<file path="src/hw/led_torch_pkg.sv">
// Package: register map, field layout, reset values and scale constants
// Assumes one 50 MHz clock domain and byte-wide register access.
package led_torch_pkg;

	// ----------------------------------------------------------------
	// Register map
	// ----------------------------------------------------------------
	localparam logic [7:0] ADDR_LED2_STEADY_CURRENT = 8'h07;
	localparam logic [7:0] ADDR_LIGHT_MODE_SELECT = 8'h08;
	localparam logic [7:0] ADDR_RADIO_BURST_A_LIMIT = 8'h09;

	localparam logic [7:0] RST_LED2_STEADY_CURRENT = 8'h00;
	localparam logic [7:0] RST_LIGHT_MODE_SELECT = 8'hc0;
	localparam logic [7:0] RST_RADIO_BURST_A_LIMIT = 8'hc0;

	// ----------------------------------------------------------------
	// Field positions
	// ----------------------------------------------------------------
	localparam int STEADY_ENABLE_BIT = 7;
	localparam int DIMMING_SELECT_BIT = 0;
	localparam int LEVEL_LSB = 1;
	localparam int STEADY_PULLDOWN_BIT = 7;
	localparam int STROBE_PULLDOWN_BIT = 6;
	localparam int STEADY_MODE_LSB = 3;
	localparam int FLASH_MODE_LSB = 0;
	localparam int BURST_ENABLE_BIT = 7;
	localparam int BURST_PULLDOWN_BIT = 6;
	localparam int CAP_LSB = 0;

	// ----------------------------------------------------------------
	// Trigger-mode codes
	// ----------------------------------------------------------------
	localparam logic [2:0] TRIG_OFF = 3'h0;
	localparam logic [2:0] TRIG_STEADY_PIN = 3'h1;
	localparam logic [2:0] TRIG_STROBE_PIN = 3'h2;
	localparam logic [2:0] TRIG_EITHER = 3'h3;
	localparam logic [2:0] TRIG_BOTH = 3'h4;

	// ----------------------------------------------------------------
	// Current scales in microamps, duty in thousandths of a percent
	// ----------------------------------------------------------------
	localparam logic [19:0] DAC_STEP_UA = 20'd3906;
	localparam logic [19:0] DAC_MAX_UA = 20'd250000;
	localparam logic [19:0] PWM_AMP_STEP_UA = 20'd125000;
	localparam logic [19:0] DUTY_STEP_MPCT = 20'd3125;
	localparam logic [19:0] FLASH_STEP_NA16 = 20'd15625;

	typedef enum logic {DIM_DAC, DIM_PWM} dimming_t;

endpackage : led_torch_pkg

</file>
<file path="src/hw/trigger_decode.sv">
// Decodes a 3-bit trigger-mode field against the two logic pins.
// Assumes the pins are already synchronised.
module trigger_decode (
	input wire logic [2:0] mode,
	input wire logic steadyPin,
	input wire logic strobePin,
	output logic active
);
	import led_torch_pkg::*;

	wire logic isOff = (mode == TRIG_OFF);
	wire logic isSteady = (mode == TRIG_STEADY_PIN);
	wire logic isStrobe = (mode == TRIG_STROBE_PIN);
	wire logic isEither = (mode == TRIG_EITHER);
	wire logic isBoth = (mode == TRIG_BOTH);
	// Codes 101..111 force the mode on
	wire logic isForced = ~(isOff | isSteady | isStrobe | isEither | isBoth);

	assign active = (isSteady & steadyPin) | (isStrobe & strobePin)
		| (isEither & (steadyPin | strobePin)) | (isBoth & steadyPin & strobePin)
		| isForced;
endmodule // trigger_decode

</file>
<file path="src/hw/pin_sync.sv">
// Two-flop synchroniser for asynchronous pin levels.
// Assumes single clock; the first stage feeds only the second.
module pin_sync #(
	parameter int WIDTH = 1
) (
	input wire logic clock,
	input wire logic srst,
	input wire logic [WIDTH-1:0] asyncIn,
	output logic [WIDTH-1:0] syncOut
);
	logic [WIDTH-1:0] meta_q;

	if (WIDTH < 1) begin : g_width_check
		$error("pin_sync WIDTH must be at least 1");
	end

	always_ff @(posedge clock) begin
		if (srst) begin
			meta_q <= '0;
			syncOut <= '0;
		end else begin
			meta_q <= asyncIn;
			syncOut <= meta_q;
		end
	end
endmodule // pin_sync

</file>
<file path="src/hw/led_torch_mode_mask_regs.sv">
// Steady-current, mode-select and radio-burst limit registers of the LED driver.
// Assumes a byte-wide register port driven by the serial interface logic.
module led_torch_mode_mask_regs (
	input wire logic clock,
	input wire logic srst,
	// Register port
	input wire logic regWrite,
	input wire logic regRead,
	input wire logic [7:0] regAddr,
	input wire logic [7:0] regWdata,
	output logic [7:0] regRdata,
	output logic regRvalid,
	output logic regAddrHit,
	// Pins, fault levels and the programmed flash code
	input wire logic steadyPin,
	input wire logic strobePin,
	input wire logic radioBurstAInput,
	input wire logic undervoltageLockout,
	input wire logic supplyBelowLockout,
	input wire logic led2SteadyFault,
	input wire logic thermalFault,
	input wire logic overvoltageFault,
	input wire logic [5:0] flashCurrentCode,
	// Control outputs
	output logic led2SteadyEnable,
	output logic led2Regulator,
	output led_torch_pkg::dimming_t led2DimmingSelect,
	output logic [19:0] led2DacCurrentUa,
	output logic [19:0] led2PwmAmplitudeUa,
	output logic [19:0] led2PwmDutyMpct,
	output logic steadyPinPulldown,
	output logic strobePinPulldown,
	output logic radioBurstAPulldown,
	output logic steadyModeActive,
	output logic flashModeActive,
	output logic burstCapActive,
	output logic [5:0] flashCurrentApplied,
	output logic [19:0] radioBurstACurrentCapUa
);
	import led_torch_pkg::*;

	// ----------------------------------------------------------------
	// Pin synchronisation
	// ----------------------------------------------------------------
	logic [2:0] syncPins;
	logic steadyPinS, strobePinS, burstPinS;
	logic underS, faultS;

	// Faults are combined after sync so each bit has its own two flops
	logic [4:0] faultPins;
	logic [4:0] faultSync;
	assign faultPins = {undervoltageLockout, supplyBelowLockout, led2SteadyFault, thermalFault,
		overvoltageFault};

	pin_sync #(.WIDTH(3)) uPinSync (
		.clock(clock),
		.srst(srst),
		.asyncIn({steadyPin, strobePin, radioBurstAInput}),
		.syncOut(syncPins[2:0])
	);

	pin_sync #(.WIDTH(5)) uFaultSync (
		.clock(clock),
		.srst(srst),
		.asyncIn(faultPins),
		.syncOut(faultSync)
	);

	assign steadyPinS = syncPins[2];
	assign strobePinS = syncPins[1];
	assign burstPinS = syncPins[0];

	wire logic lockoutS = faultSync[4] | faultSync[3];
	wire logic led2FaultS = faultSync[2];
	wire logic thermS = faultSync[1];
	wire logic ovpS = faultSync[0];
	assign underS = lockoutS;
	assign faultS = thermS | ovpS;

	// ----------------------------------------------------------------
	// Register decode
	// ----------------------------------------------------------------
	logic [7:0] steadyCur_q, steadyCur_d;
	logic [7:0] modeSel_q, modeSel_d;
	logic [7:0] burstLim_q, burstLim_d;

	wire logic hitSteady = (regAddr == ADDR_LED2_STEADY_CURRENT);
	wire logic hitMode = (regAddr == ADDR_LIGHT_MODE_SELECT);
	wire logic hitBurst = (regAddr == ADDR_RADIO_BURST_A_LIMIT);
	wire logic wrSteady = regWrite & hitSteady;
	wire logic wrMode = regWrite & hitMode;
	wire logic wrBurst = regWrite & hitBurst;

	assign regAddrHit = hitSteady | hitMode | hitBurst;

	// ----------------------------------------------------------------
	// Next-state values
	// ----------------------------------------------------------------
	// Fault clear beats a write in the same cycle so a fault cannot be masked
	wire logic clearSteadyEn = underS | led2FaultS;
	wire logic clearModes = underS | faultS;
	wire logic [7:0] steadyWr = wrSteady ? regWdata : steadyCur_q;
	wire logic [7:0] modeWr = wrMode ? regWdata : modeSel_q;

	assign steadyCur_d = {steadyWr[7] & ~clearSteadyEn, steadyWr[6:0]};
	assign modeSel_d = clearModes ? {modeWr[7:6], 6'h00} : modeWr;
	// Burst register returns to its reset value on supply lockout
	assign burstLim_d = lockoutS ? RST_RADIO_BURST_A_LIMIT : (wrBurst ? regWdata : burstLim_q);

	always_ff @(posedge clock) begin
		if (srst) begin
			steadyCur_q <= RST_LED2_STEADY_CURRENT;
		end else begin
			steadyCur_q <= steadyCur_d;
		end
	end

	always_ff @(posedge clock) begin
		if (srst) begin
			modeSel_q <= RST_LIGHT_MODE_SELECT;
		end else begin
			modeSel_q <= modeSel_d;
		end
	end

	always_ff @(posedge clock) begin
		if (srst) begin
			burstLim_q <= RST_RADIO_BURST_A_LIMIT;
		end else begin
			burstLim_q <= burstLim_d;
		end
	end

	// ----------------------------------------------------------------
	// Read path
	// ----------------------------------------------------------------
	// Unmapped addresses read as zero
	wire logic [7:0] rdMux = hitSteady ? steadyCur_q :
		hitMode ? modeSel_q :
		hitBurst ? burstLim_q : 8'h00;

	// Data holds until the next read; valid is a one-cycle pulse
	always_ff @(posedge clock) begin
		if (srst) begin
			regRdata <= 8'h00;
		end else begin
			regRdata <= regRead ? rdMux : regRdata;
		end
	end

	always_ff @(posedge clock) begin
		if (srst) begin
			regRvalid <= 1'b0;
		end else begin
			regRvalid <= regRead;
		end
	end

	// ----------------------------------------------------------------
	// Steady-current decode
	// ----------------------------------------------------------------
	wire logic [5:0] level = steadyCur_q[LEVEL_LSB+5:LEVEL_LSB];
	wire logic pwmSel = steadyCur_q[DIMMING_SELECT_BIT];
	wire logic [19:0] levelWide = {14'h0000, level};
	wire logic [19:0] ampWide = {17'h00000, level[2:0]};
	wire logic [19:0] dutyWide = {17'h00000, level[5:3]};
	wire logic [19:0] dacUa = (level == 6'h3f) ? DAC_MAX_UA : 20'((levelWide + 20'd1) * DAC_STEP_UA);
	wire logic [19:0] ampUa = 20'((ampWide + 20'd1) * PWM_AMP_STEP_UA);
	wire logic [19:0] dutyMpct = 20'((dutyWide + 20'd1) * DUTY_STEP_MPCT);

	// ----------------------------------------------------------------
	// Trigger decode
	// ----------------------------------------------------------------
	logic steadyTrig, flashTrig;

	trigger_decode uSteadyDecode (
		.mode(modeSel_q[STEADY_MODE_LSB+2:STEADY_MODE_LSB]),
		.steadyPin(steadyPinS),
		.strobePin(strobePinS),
		.active(steadyTrig)
	);

	trigger_decode uFlashDecode (
		.mode(modeSel_q[FLASH_MODE_LSB+2:FLASH_MODE_LSB]),
		.steadyPin(steadyPinS),
		.strobePin(strobePinS),
		.active(flashTrig)
	);

	// ----------------------------------------------------------------
	// Radio burst cap
	// ----------------------------------------------------------------
	wire logic [5:0] capCode = burstLim_q[CAP_LSB+5:CAP_LSB];
	wire logic burstOn = burstLim_q[BURST_ENABLE_BIT] & burstPinS;
	wire logic [19:0] capWide = {14'h0000, capCode};
	// Step is a whole number of microamps, so the scale is exact
	wire logic [19:0] capUa = 20'((capWide + 20'd1) * FLASH_STEP_NA16);
	wire logic [5:0] minCode = (capCode < flashCurrentCode) ? capCode : flashCurrentCode;
	// Host is expected to program registers before raising pins
	wire logic [5:0] flashApplied = burstOn ? minCode : flashCurrentCode;

	// ----------------------------------------------------------------
	// Registered outputs
	// ----------------------------------------------------------------
	always_ff @(posedge clock) begin
		if (srst) begin
			led2SteadyEnable <= 1'b0;
		end else begin
			led2SteadyEnable <= steadyCur_q[STEADY_ENABLE_BIT];
		end
	end

	// Regulator runs only while enabled and the steady trigger is active
	always_ff @(posedge clock) begin
		if (srst) begin
			led2Regulator <= 1'b0;
		end else begin
			led2Regulator <= steadyCur_q[STEADY_ENABLE_BIT] & steadyTrig;
		end
	end

	always_ff @(posedge clock) begin
		if (srst) begin
			led2DimmingSelect <= DIM_DAC;
		end else begin
			led2DimmingSelect <= pwmSel ? DIM_PWM : DIM_DAC;
		end
	end

	always_ff @(posedge clock) begin
		if (srst) begin
			led2DacCurrentUa <= 20'h00000;
		end else begin
			led2DacCurrentUa <= dacUa;
		end
	end

	always_ff @(posedge clock) begin
		if (srst) begin
			led2PwmAmplitudeUa <= 20'h00000;
		end else begin
			led2PwmAmplitudeUa <= ampUa;
		end
	end

	always_ff @(posedge clock) begin
		if (srst) begin
			led2PwmDutyMpct <= 20'h00000;
		end else begin
			led2PwmDutyMpct <= dutyMpct;
		end
	end

	// Pin pulldowns follow the mode register, burst pulldown the burst register, one edge after a write
	always_ff @(posedge clock) begin
		if (srst) begin
			steadyPinPulldown <= 1'b0;
		end else begin
			steadyPinPulldown <= modeSel_q[STEADY_PULLDOWN_BIT];
		end
	end

	always_ff @(posedge clock) begin
		if (srst) begin
			strobePinPulldown <= 1'b0;
		end else begin
			strobePinPulldown <= modeSel_q[STROBE_PULLDOWN_BIT];
		end
	end

	always_ff @(posedge clock) begin
		if (srst) begin
			radioBurstAPulldown <= 1'b0;
		end else begin
			radioBurstAPulldown <= burstLim_q[BURST_PULLDOWN_BIT];
		end
	end

	// Trigger outputs lag the pins by three edges: two sync, one flop
	always_ff @(posedge clock) begin
		if (srst) begin
			steadyModeActive <= 1'b0;
		end else begin
			steadyModeActive <= steadyTrig;
		end
	end

	always_ff @(posedge clock) begin
		if (srst) begin
			flashModeActive <= 1'b0;
		end else begin
			flashModeActive <= flashTrig;
		end
	end

	always_ff @(posedge clock) begin
		if (srst) begin
			burstCapActive <= 1'b0;
		end else begin
			burstCapActive <= burstOn;
		end
	end

	// Applied code uses the live programmed code, one edge behind it
	always_ff @(posedge clock) begin
		if (srst) begin
			flashCurrentApplied <= 6'h00;
		end else begin
			flashCurrentApplied <= flashApplied;
		end
	end

	always_ff @(posedge clock) begin
		if (srst) begin
			radioBurstACurrentCapUa <= 20'h00000;
		end else begin
			radioBurstACurrentCapUa <= capUa;
		end
	end
endmodule // led_torch_mode_mask_regs

</file>
<file path="config.mk">
export PLATFORM = sky130hd
export DESIGN_NAME = led_torch_mode_mask_regs
export DESIGN_NICKNAME = d
export VERILOG_FILES = /design/src/hw/led_torch_pkg.sv /design/src/hw/trigger_decode.sv /design/src/hw/pin_sync.sv /design/src/hw/led_torch_mode_mask_regs.sv
export SDC_FILE = /design/constraint.sdc
export NUM_CORES = 1
export LEC_CHECK = 0
export ABC_AREA = 0
export BUFFER_PORTS_ARGS = -buffer_cell sky130_fd_sc_hd__clkbuf_2
export CELL_PAD_IN_SITES_DETAIL_PLACEMENT = 0
export CELL_PAD_IN_SITES_GLOBAL_PLACEMENT = 1
export CORE_MARGIN = 8
export CORE_UTILIZATION = 47
export CTS_CLUSTER_DIAMETER = 80
export DETAILED_ROUTE_END_ITERATION = 8
export GPL_TIMING_DRIVEN = 1
export PLACE_DENSITY = 0.92
export SKIP_CTS_REPAIR_TIMING = 1
export SYNTH_ARGS = -nofsm -noshare
export SYNTH_HDL_FRONTEND = slang
export SYNTH_SLANG_ARGS = --single-unit
</file>
<file path="constraint.sdc">
create_clock -name clock -period 9.7 [get_ports clock]
set_input_delay 1.94 -clock clock [delete_from_list [all_inputs] [get_ports clock]]
set_output_delay 1.94 -clock clock [all_outputs]
set_load 0.02 [all_outputs]
</file>
# Word level (Yosys, flattened, before mapping)
# Cells that the tools add are included.
# W data, S select, Z words.
dict set report classes {
  reduce_logical 5
  n_eq_ne 12
  muxes 9
  add_sub_neg 4
  n_mul 4
  n_bitwise 42
  magnitude_cmp 1
}
# operator count
set op_table {}
lappend op_table {{$mux W8} 5}
lappend op_table {{$or A1 B1 Y1} 23}
lappend op_table {{$mul A7 B14 Y20 const B} 1}
lappend op_table {{$mul A7 B11 Y18 const B} 1}
lappend op_table {{$mux W18} 1}
lappend op_table {{$mul A4 B14 Y17 const B} 1}
lappend op_table {{$and A1 B1 Y1} 16}
lappend op_table {{$eq A8 B4 Y1 const B} 2}
lappend op_table {{$mul A4 B12 Y16 const B} 1}
lappend op_table {{$add A6 B1 Y7 const B} 2}
lappend op_table {{$eq A3 B2 Y1 const B} 4}
lappend op_table {{$mux W6} 2}
lappend op_table {{$add A3 B1 Y4 const B} 2}
lappend op_table {{$eq A8 B3 Y1 const B} 1}
lappend op_table {{$eq A3 B1 Y1 const B} 2}
lappend op_table {{$eq A3 B3 Y1 const B} 2}
lappend op_table {{$eq A6 B6 Y1 const B} 1}
lappend op_table {{$logic_not A3 Y1} 2}
lappend op_table {{$lt A6 B6 Y1} 1}
lappend op_table {{$reduce_or A2 Y1} 3}
lappend op_table {{$not A1 Y1} 3}
lappend op_table {{$mux W1} 1}
dict set report word_totals {
  in_bits 34
  output_inout_bits 105
  elab_cells 104
  ff_bits 143
}

# Logic depth before layout (Yosys ltp)
# Gate-level depths: netlist (run 1).
dict set report depth {
  depth_word 8
  depth_mapped 18
  mapped_depth_nobuf 16
}

# Hierarchy
# A second synthesis (run 1) with hierarchy kept.
dict set report unflattened {
  cells_unflattened 859
  hier_area_um2 8090.3
}
# mod seq_area_each_um2 n_inst cells_per_inst area_each_um2
set by_module_without_submodules {}
lappend by_module_without_submodules {led_torch_mode_mask_regs 2322.2 1 817 7619.8}
lappend by_module_without_submodules {{pin_sync (uFaultSync)} 200.2 1 20 262.8}
lappend by_module_without_submodules {{pin_sync (uPinSync)} 120.1 1 12 157.7}
lappend by_module_without_submodules {trigger_decode 0.0 2 5 25.0}

# Worst setup path after synthesis (run 1)
# OpenSTA, ideal clock, no wires.
dict set report synth_timing {
  kind {input to output}
  startpoint {input regAddr[3]}
  endpoint {output regAddrHit}
  t_required_ps 7760
  stages 4
  setup_slack_ps 4594
  path_buffers 1
  arrival_ps 3166
  cell_sequence {and3b_1 clkbuf_1 nand2_1 a21boi_0}
}
dict set report synth_between {
  elab_chain_len 3
  word_cells_on_any_way 5
  classes_between {eq/ne: 3; bitwise: 2}
}
# element line
set synth_rtl {}
lappend synth_rtl {{from (decl)} led_torch_mode_mask_regs.sv:9} ;# input wire logic [7:0] regAddr,
lappend synth_rtl {{$eq A8 B3 Y1 or $eq A8 B4 Y1 (tied branches)} {led_torch_mode_mask_regs.sv:87, led_torch_mode_mask_regs.sv:88}}
lappend synth_rtl {{$or A1 B1 Y1} led_torch_mode_mask_regs.sv:94} ;# assign regAddrHit = hitSteady | hitMode | hitBurst;
lappend synth_rtl {{$or A1 B1 Y1 *} led_torch_mode_mask_regs.sv:94}
lappend synth_rtl {{to (decl)} led_torch_mode_mask_regs.sv:13} ;# output logic regAddrHit,
# Every way passes the cells marked *; elsewhere a longest branch is shown, timed or not.

# Final worst setup path (run 1)
dict set report layout_timing {
  startpoint {register steadyCur_q[1]}
  endpoint {register led2DacCurrentUa[17]}
}
dict set report layout_between {
  elab_chain_len 3
  word_cells_on_any_way 4
  classes_between {add/sub: 1; mul: 1; eq/ne: 1; mux: 1}
}
# element line
set layout_rtl {}
lappend layout_rtl {{from (decl)} led_torch_mode_mask_regs.sv:83} ;# logic [7:0] steadyCur_q, steadyCur_d;
lappend layout_rtl {{from (signal assigned)} led_torch_mode_mask_regs.sv:114} ;# steadyCur_q <= steadyCur_d;
lappend layout_rtl {{$add A6 B1 Y7} led_torch_mode_mask_regs.sv:167} ;# wire logic [19:0] dacUa = (level == 6'h3f) ? DAC_MAX_UA : 20'((levelWide + 20'd1) * DAC_STEP_UA);
lappend layout_rtl {{$mul A7 B11 Y18} led_torch_mode_mask_regs.sv:167}
lappend layout_rtl {{$mux W18 *} led_torch_mode_mask_regs.sv:167}
lappend layout_rtl {{to (signal assigned)} led_torch_mode_mask_regs.sv:234} ;# led2DacCurrentUa <= dacUa;
lappend layout_rtl {{to (decl)} led_torch_mode_mask_regs.sv:28} ;# output logic [19:0] led2DacCurrentUa,
# Marks and branches as above.
# A chain may end at the register's enable or synchronous reset.

==> results of run 1 <==
==> cell type report <==
| cell class | instances | area share [%] |
|---|---|---|
| timing repair buffer | 130 | 6.96 |
| inverter | 86 | 3.43 |
| clock inverter | 14 | 1.66 |
| tap | 225 | 2.99 |
| sequential | 132 | 28.0 |
| clock buffer | 18 | 4.66 |
| multi-input combinational | 623 | 52.3 |
==> worst register-to-register path: cells and delay by family, from the launching register on <==
kind | cells | cell delay, ns
xor gates and xnor gates | 1 | 0.17
adders and majority gates | 6 | 2.51
AOI/OAI and AO/OA | 4 | 0.71
and+or+nand+nor | 2 | 0.55
DFF | 1 | 0.79
buffers and inverters | 3 | 0.40
==> metal layers <==
metal / vias to the layer above / routed length [µm] / GRT usage, % / share of wire, %
met5: - / 0 / 0 / 0
met4: 0 / 370 / 7.14 / 2.0
met3: 30 / 950 / 4.37 / 5.2
met1: 2850 / 8090 / 20.2 / 45
met2: 134 / 8700 / 29.1 / 48
li1: 3155 / - / - / -
==> power groups by stage <==
| stage | Sequential, mW | Combinational [mW] | Clock, mW |
|---|---|---|---|
| global route | 0.559 | 0.0764 | 0.691 |
| global placement | 0.570 | 0.0690 | 0 |
| finish | 0.558 | 0.0691 | 0.654 |
| floorplan | 0.581 | 0.0353 | 0 |
| detailed placement | 0.570 | 0.0695 | 0 |
| CTS | 0.558 | 0.0701 | 0.667 |
==> flip-flops by register name (all words and copies together) (netlist names), 3 cells and up <==
name,count
radioBurstACurrentCapUa,20
led2DacCurrentUa,18
led2PwmDutyMpct,16
led2PwmAmplitudeUa,14
burstLim_q,8
modeSel_q,8
regRdata,8
steadyCur_q,8
flashCurrentApplied,6
uFaultSync.meta_q,5
uFaultSync.syncOut,5
uPinSync.meta_q,3
uPinSync.syncOut,3
==> metrics by stage <==
stage	utilization (%)	hold WS (ns)	setup WS, ns	area, µm²
global route	55.2	0.417	3.96	9420
floorplan	-	0.376	4.59	8110
global placement	51.7	0.380	4.53	8830
finish	55.2	0.401	4.43	9420
CTS	55.2	0.399	4.40	9420
detailed placement	51.7	0.392	4.44	8830
==> worst paths after layout <==
kind                         start                   end  slack (ns)  depth (start not counted)
min          uFaultSync.syncOut[2]        steadyCur_q[7]        0.40                          1
max                 steadyCur_q[1]  led2DacCurrentUa[17]        4.43                         16
max reg2reg         steadyCur_q[1]  led2DacCurrentUa[17]        4.43                         16
min reg2reg  uFaultSync.syncOut[2]        steadyCur_q[7]        0.40                          1
==> synth_stat cells, types with 5 or more instances <==
cell and number:
buf_1 6, nand3_1 16, inv_1 85, nand2b_1 21
fa_1 28, dfxtp_1 132, a21oi_1 50, ha_1 116
clkbuf_1 17, buf_2 8, o21ai_0 23, xor2_1 23
nand2_1 67, nand4_1 9, and2_1 5, mux2i_1 16
nor3_1 6, nor2b_1 35, a22o_1 8, a31oi_1 6
xnor2_1 28, o211ai_1 10, buf_4 13, a21o_1 15
nor2_1 66
==> cells by family after synthesis <==
logic type | count (synthesis)
mux | 17
flops | 132
xor+xnor | 52
simple gates | 256
buf+inv | 130
compound gates | 142
fa+ha+maj | 144
other cells | 2
==> results.md, run 1 <==
- Root buffer cell: clkbuf_16
- CP max-delay cell: dfxtp_1
- Buf/Inv on CP: 3
- Global route overflow: 0
- Layout Skew: around 0.0090 ns
- Status: completed
- Power Total: 1.28 mW
- Number of vias per cell: 5.02
- Post-Synth Simple-Gate Area: around 16%
- First-pass GRT wire length: approximately 30 mm
- Die span in x: between 100 and 150 µm
- Area of the core: 0.0171 mm²
- Worst-Skew Late Latency: approximately 0.43 ns
- Relative slew slack: a little over two fifths
- Clock Path Buffers: 2
- Synth top area share: 32.7%
- Post-Syn Instances: approximately 900
- Non-Filler Instances: 1228
- Comb pwr share: approximately 5.4%
- Dominant cells by area after synthesis: dfxtp_1 (33%), ha_1 (18%), fa_1 (6.9%)
- Row cnt: 48
- Adder-cell share of the synthesized area: 24.9%
- Leading cell types in the layout, fill and taps excluded: dfxtp_1 (132), clkbuf_2 (128), ha_1 (116), inv_1 (85), nand2_1 (67)
- TritonCTS clock tree: built
- Static leakage: between 4 and 5 nW
- Antenna cells: 0
- CP endpoint kind: register
- Yosys warning total: 0
- Min-Delay Path Class: reg -> reg
- Startpoint types: register
- Internal power: ~950 µW
- Vias: 6169
- Crit Path Class: reg -> reg
- Final HPWL from detailed placement: ~14 mm
- Commonest non-fill, non-tap cell in the layout: dfxtp_1
- EDFF count, synth: 0
- Pwr dens: between 100 and 150 mW/mm²
- Top Family by Delay on Critical Path: adder cells
- Combined area of the multi-input logic cells: between 0.004 and 0.005 mm²
- Ys async rst share: 0%
- Largest family of logic cells by synthesized area: adder cells
- H-Tree Depth: 4
- Worst-margin pin slew: a little under 0.9 ns
- Clock power share: between 50% and 60%
- Post-Syn Area: 0.00808 mm²
- CTS Buf Count: 17
- DR pass1 iterations: 5
- P_sw: about 330 µW
- RD Place Congestion: roughly 0.85
- Post-Synth XOR/XNOR Area: about 5.8%
- Dpl cells: 1196
- Area growth syn-to-layout: 16.7%
- Reg power frac: 43.5%
- Routed Antenna Nets: 0
- Total GRT Usage: between 10% and 20%
- RSZ-0062 raised after global routing: false
- Max-cap violations: 0
- Post-synthesis mux area share: 2.17%
- Flops & latches, synth: between 100 and 150
- FF/Latch Area: between 0.002 and 0.003 mm²
- Final setup viols: 0
- Initial Util: 47.3%
- Leading area contributor after synthesis: dfxtp_1
- Synthesized area per cell: just over 9 µm²
- Routed WL per cell: between 10 and 15 µm
- Ports: around 140
- Switching Share: approximately a quarter
- Top FF cell, synth: dfxtp_1
- Largest net degree at the start of global routing: 87
- CP Data Required Time: about 10 ns
- Layout cells sized above 1: ~17%
- Sequential area share after synthesis: between 30% and 40%
- Die Span Y: about 150 µm
- Final Hold Violating Endpoints: 0
- Sink Count: between 100 and 150
- Clock transition at path regs: roughly 0.060 ns
- Largest stage delay, worst path: about 0.79 ns
- Die ar.: about 0.022 mm²
- # fillers: about 1600
- Port Buffers: 129
- CP cell instances: ha_1, nand3_1, nor2_1, inv_1, fa_1, inv_1, fa_1, inv_1, fa_1, ha_1, ha_1, o21ai_0, o21ai_0, o21ai_0, xor2_1, a21oi_1
- DRT iter0 DRCs: just over 300
- Final period util: approximately 54%
- Final min period: about 5.3 ns
- Final Max Tran Viols: 0
- TNS Setup: 0 ns
- Critical Path AT: 5.54 ns
- Maximum clock rate: between 150 and 200 MHz
- Peak VDD IR: around 0.00013 V
- Antenna violations before repair: 0
- # nets final: approximately 1200
- CP Max Fanout: 16
- Vias in the first global route: 6338
- DRC: 0
- Compound-Gate Fraction of Synth Area: 11.4%
- DRT Wirelength: approximately 18 mm
- Synth cell types: between 60 and 70
Note: power is estimated with default switching activity, not from simulation.
==> run 2, diff against run 1 <==
Settings changed: ABC_AREA 0 to 1, CORE_UTILIZATION 47 to 38, PLACE_DENSITY 0.92 to 0.83.
Clock period 9.7 ns to 4.8 ns, I/O delays scaled along.
==> results.md, run 2 <==
- Status: completed
- Min-Delay Startpoint: uPinSync.meta_q[1]
- Hold endpoint: uPinSync.syncOut[1]
- Largest register by flop count: radioBurstACurrentCapUa
- Synth top area share: 31.9% (-0.79 points)
- Area growth syn-to-layout: 18.1%
- Die ar.: 0.0268 mm² (+24%)
- Largest registers: radioBurstACurrentCapUa x20, led2DacCurrentUa x18, led2PwmDutyMpct x16
- Most common library cells after synthesis: nand2_1 (197), inv_1 (185), dfxtp_1 (132)
- Clock Path Buffers: 2 (unchanged)
- DR pass1 iterations: 5 (unchanged)
- # nets final: 1394 (+19%)
- Routed Antenna Nets: 0 (unchanged)
- Maximum clock rate: 232 MHz (+22%)
- Max-cap violations: 0 (unchanged)
- Peak VDD IR: 0.000193 V (+49%)
- Pwr dens: 260 mW/mm² (+91%)
- Final HPWL from detailed placement: 16.7 mm (+21%)
- EDFF count, synth: 0 (unchanged)
- Worst-Skew Late Latency: 0.43 ns (about the same)
- RSZ-0062 raised after global routing: false
- Initial Util: 38.3% (-9.1 points)
- Global route overflow: 0 (unchanged)
- # fillers: 2160 (+38%)
- DRT iter0 DRCs: 304 (-0.65%)
- Synth cell types: 47 (-30%)
- Total GRT Usage: 16.0% (-1.1 points)
- Area of the core: 0.0216 mm² (+27%)
- Worst-margin pin slew: 0.764 ns (-0.103 ns)
- Leading area contributor after synthesis: dfxtp_1
- CP Max Fanout: 8 (-8)
- GR Util met3: 3.73% (-0.64 points)
- H-Tree Depth: 4 (unchanged)
- Layout cells sized above 1: 16.6% (-0.75 points)
- CP endpoint kind: register
- Dominant cells by area after synthesis: dfxtp_1 (32%), ha_1 (18%), nand2_1 (8.9%)
- CTS Buf Count: 17 (unchanged)
- Sequential area share after synthesis: 31.9% (-0.79 points)
- Count leader, synth: nand2_1
- Die Span Y: 164 µm (+11%)
- DRT Wirelength: 21.1 mm (+16%)
- Layout Skew: 0.00959 ns (+0.000576 ns)
- Static leakage: 5.41 nW (+12%)
- Clock transition at path regs: 0.06 ns (about the same)
- CP Data Required Time: 5.12 ns (-4.86 ns)
- Antenna cells: 0 (unchanged)
- RD Place Congestion: 0.882 (+4.1%)
- Smallest hold slack: 0.401 ns (-0.0000320 ns)
- Final min period: 4.32 ns (-0.952 ns)
- Largest net degree at the start of global routing: 64 (-26%)
- Yosys warning total: 0 (unchanged)
- Leading cell types in the layout, fill and taps excluded: nand2_1 (197), inv_1 (185), dfxtp_1 (132), nor2_1 (130), clkbuf_2 (129)
- Ports: 139 (unchanged)
- Worst reg2reg startpoint: burstLim_q[1]
- Vias: 7072 (+15%)
- First-pass GRT wire length: 34.2 mm (+13%)
- Number of vias per cell: 4.69 (-6.7%)
- Relative slew slack: 49.1% (+6.9 points)
- R2R depth: 22 (+6)
- Top FF cell, synth: dfxtp_1
- Met1 Usage GRT: 19.5% (-0.70 points)
- Startpoint types: register
- Final period util: 89.9% (+36 points)
- Die span in x: 164 µm (+11%)
- Ys async rst share: 0% (unchanged)
- Row cnt: 54 (+13%)
- DRC: 0 (unchanged)
- Cell depth of the worst min-delay path: 2 (+1)
- Final Hold Violating Endpoints: 0 (unchanged)
- GRT Max-Usage Layer: met2
- TNS Setup: 0 ns (unchanged)
- Flop-to-flop setup slack: 0.48 ns (-3.95 ns)
- Antenna violations before repair: 0 (unchanged)
- Met2 Use GR: 27.1% (-2.0 points)
- Final setup viols: 0 (unchanged)
- Root buffer cell: clkbuf_16
- Crit Path Class: reg -> reg
- Post-Syn Instances: 1077 (+23%)
- R2R Path End: radioBurstACurrentCapUa[19]
- Critical Path AT: 4.63 ns (-0.91 ns)
- Flops & latches, synth: 132 (unchanged)
- Final Max Tran Viols: 0 (unchanged)
- Min-Delay Path Class: reg -> reg
- Sink Count: 132 (unchanged)
- Vias in the first global route: 6889 (+8.7%)
- Commonest non-fill, non-tap cell in the layout: nand2_1
- Synthesized area per cell: 7.68 µm² (-17%)
- Routed WL per cell: 14.0 µm (-5.2%)
- Post-Syn Area: 0.00828 mm² (+2.5%)
- Largest register FFs: 20 (unchanged)
- Port Buffers: 129 (unchanged)
- TritonCTS clock tree: built
==> run 2: changes by cell type after synthesis, sizes merged, moves of 25 or more <==
cell,before,now
o21ai,24,49
nor2b,36,0
inv,85,191
nand3,17,67
nand2,67,199
nor2,67,133
==> run 2: area by class of cell <==
| cell class | count | area, µm² | area share [%] |
|---|---|---|---|
| clock buffers | 18 | 429 | 4.39 |
| flip-flops and latches | 132 | 2640 | 27.0 |
| inverters | 192 | 721 | 7.37 |
| multi-input cells | 729 | 4740 | 48.5 |
| clock inverters | 14 | 131 | 1.34 |
| repair buffers | 144 | 758 | 7.76 |
| well taps | 280 | 350 | 3.58 |
==> run 2: worst max-delay path, stage by stage, from the launching register on <==
cell and delay, ns:
dfxtp_1 0.48, ha_1 0.23, nand2_1 0.06, inv_1 0.07, nand2_1 0.06, nor2_1 0.09
inv_1 0.06, nand2_1 0.05, inv_1 0.15, fa_1 0.55, inv_1 0.06, fa_1 0.53
inv_1 0.05, fa_1 0.47, ha_1 0.30, ha_1 0.37, nand2_1 0.09, inv_1 0.08
nand3_1 0.08, nor2_1 0.10, nand2_1 0.07, a21oi_1 0.15, nor2_1 0.06
==> run 2: power breakdown <==
group	leakage, nW	internal, mW	switching [mW]	total [mW]
sequential	1.08	1.12	0.00847	1.13
combinational	4.06	0.0477	0.110	0.158
clock	0.269	0.718	0.531	1.25
total	5.41	1.89	0.650	2.54
==> run 2: how the worst max path moves through the flow <==
| stage | from | end | slack, ns | cells after the start |
|---|---|---|---|---|
| global route | burstLim_q[1] | radioBurstACurrentCapUa[19] | 0.1 | 22 |
| finish | burstLim_q[1] | radioBurstACurrentCapUa[19] | 0.48 | 22 |
| global placement | burstLim_q[0] | radioBurstACurrentCapUa[17] | 0.56 | 20 |
| floorplan | steadyCur_q[1] | led2DacCurrentUa[17] | 0.34 | 20 |
| detailed placement | burstLim_q[1] | radioBurstACurrentCapUa[19] | 0.50 | 22 |
| CTS | burstLim_q[1] | radioBurstACurrentCapUa[19] | 0.49 | 22 |
==> run 2: routing by layer <==
layer	wire [µm]	vias to the layer above
li1	-	3653
met1	9420	3225
met2	10200	165
met3	1140	29
met4	371	0
met5	0	-
==> run 2: per-stage QoR <==
stage	total power, mW	cells	utilization, %	setup WS (ns)	cell area, µm²
after detailed placement	1.31	1477	42.6	0.504	9220
after CTS	2.57	1509	45.2	0.493	9780
after global routing	2.64	1509	45.2	0.0998	9780
after floorplan	1.26	1087	-	0.340	8310
after global placement	1.31	1477	42.6	0.559	9220
final	2.54	1509	45.2	0.484	9780
==> run 2: logic make-up after synthesis <==
logic type / synth area share [%]
flip-flops: 31.9
XOR/XNOR: 2.00
AND/OR/NAND/NOR: 21.0
other: 0.0908
AO/OA/AOI/OAI: 9.45
adder cells (fa/ha/maj): 24.3
buffers and inverters: 11.2
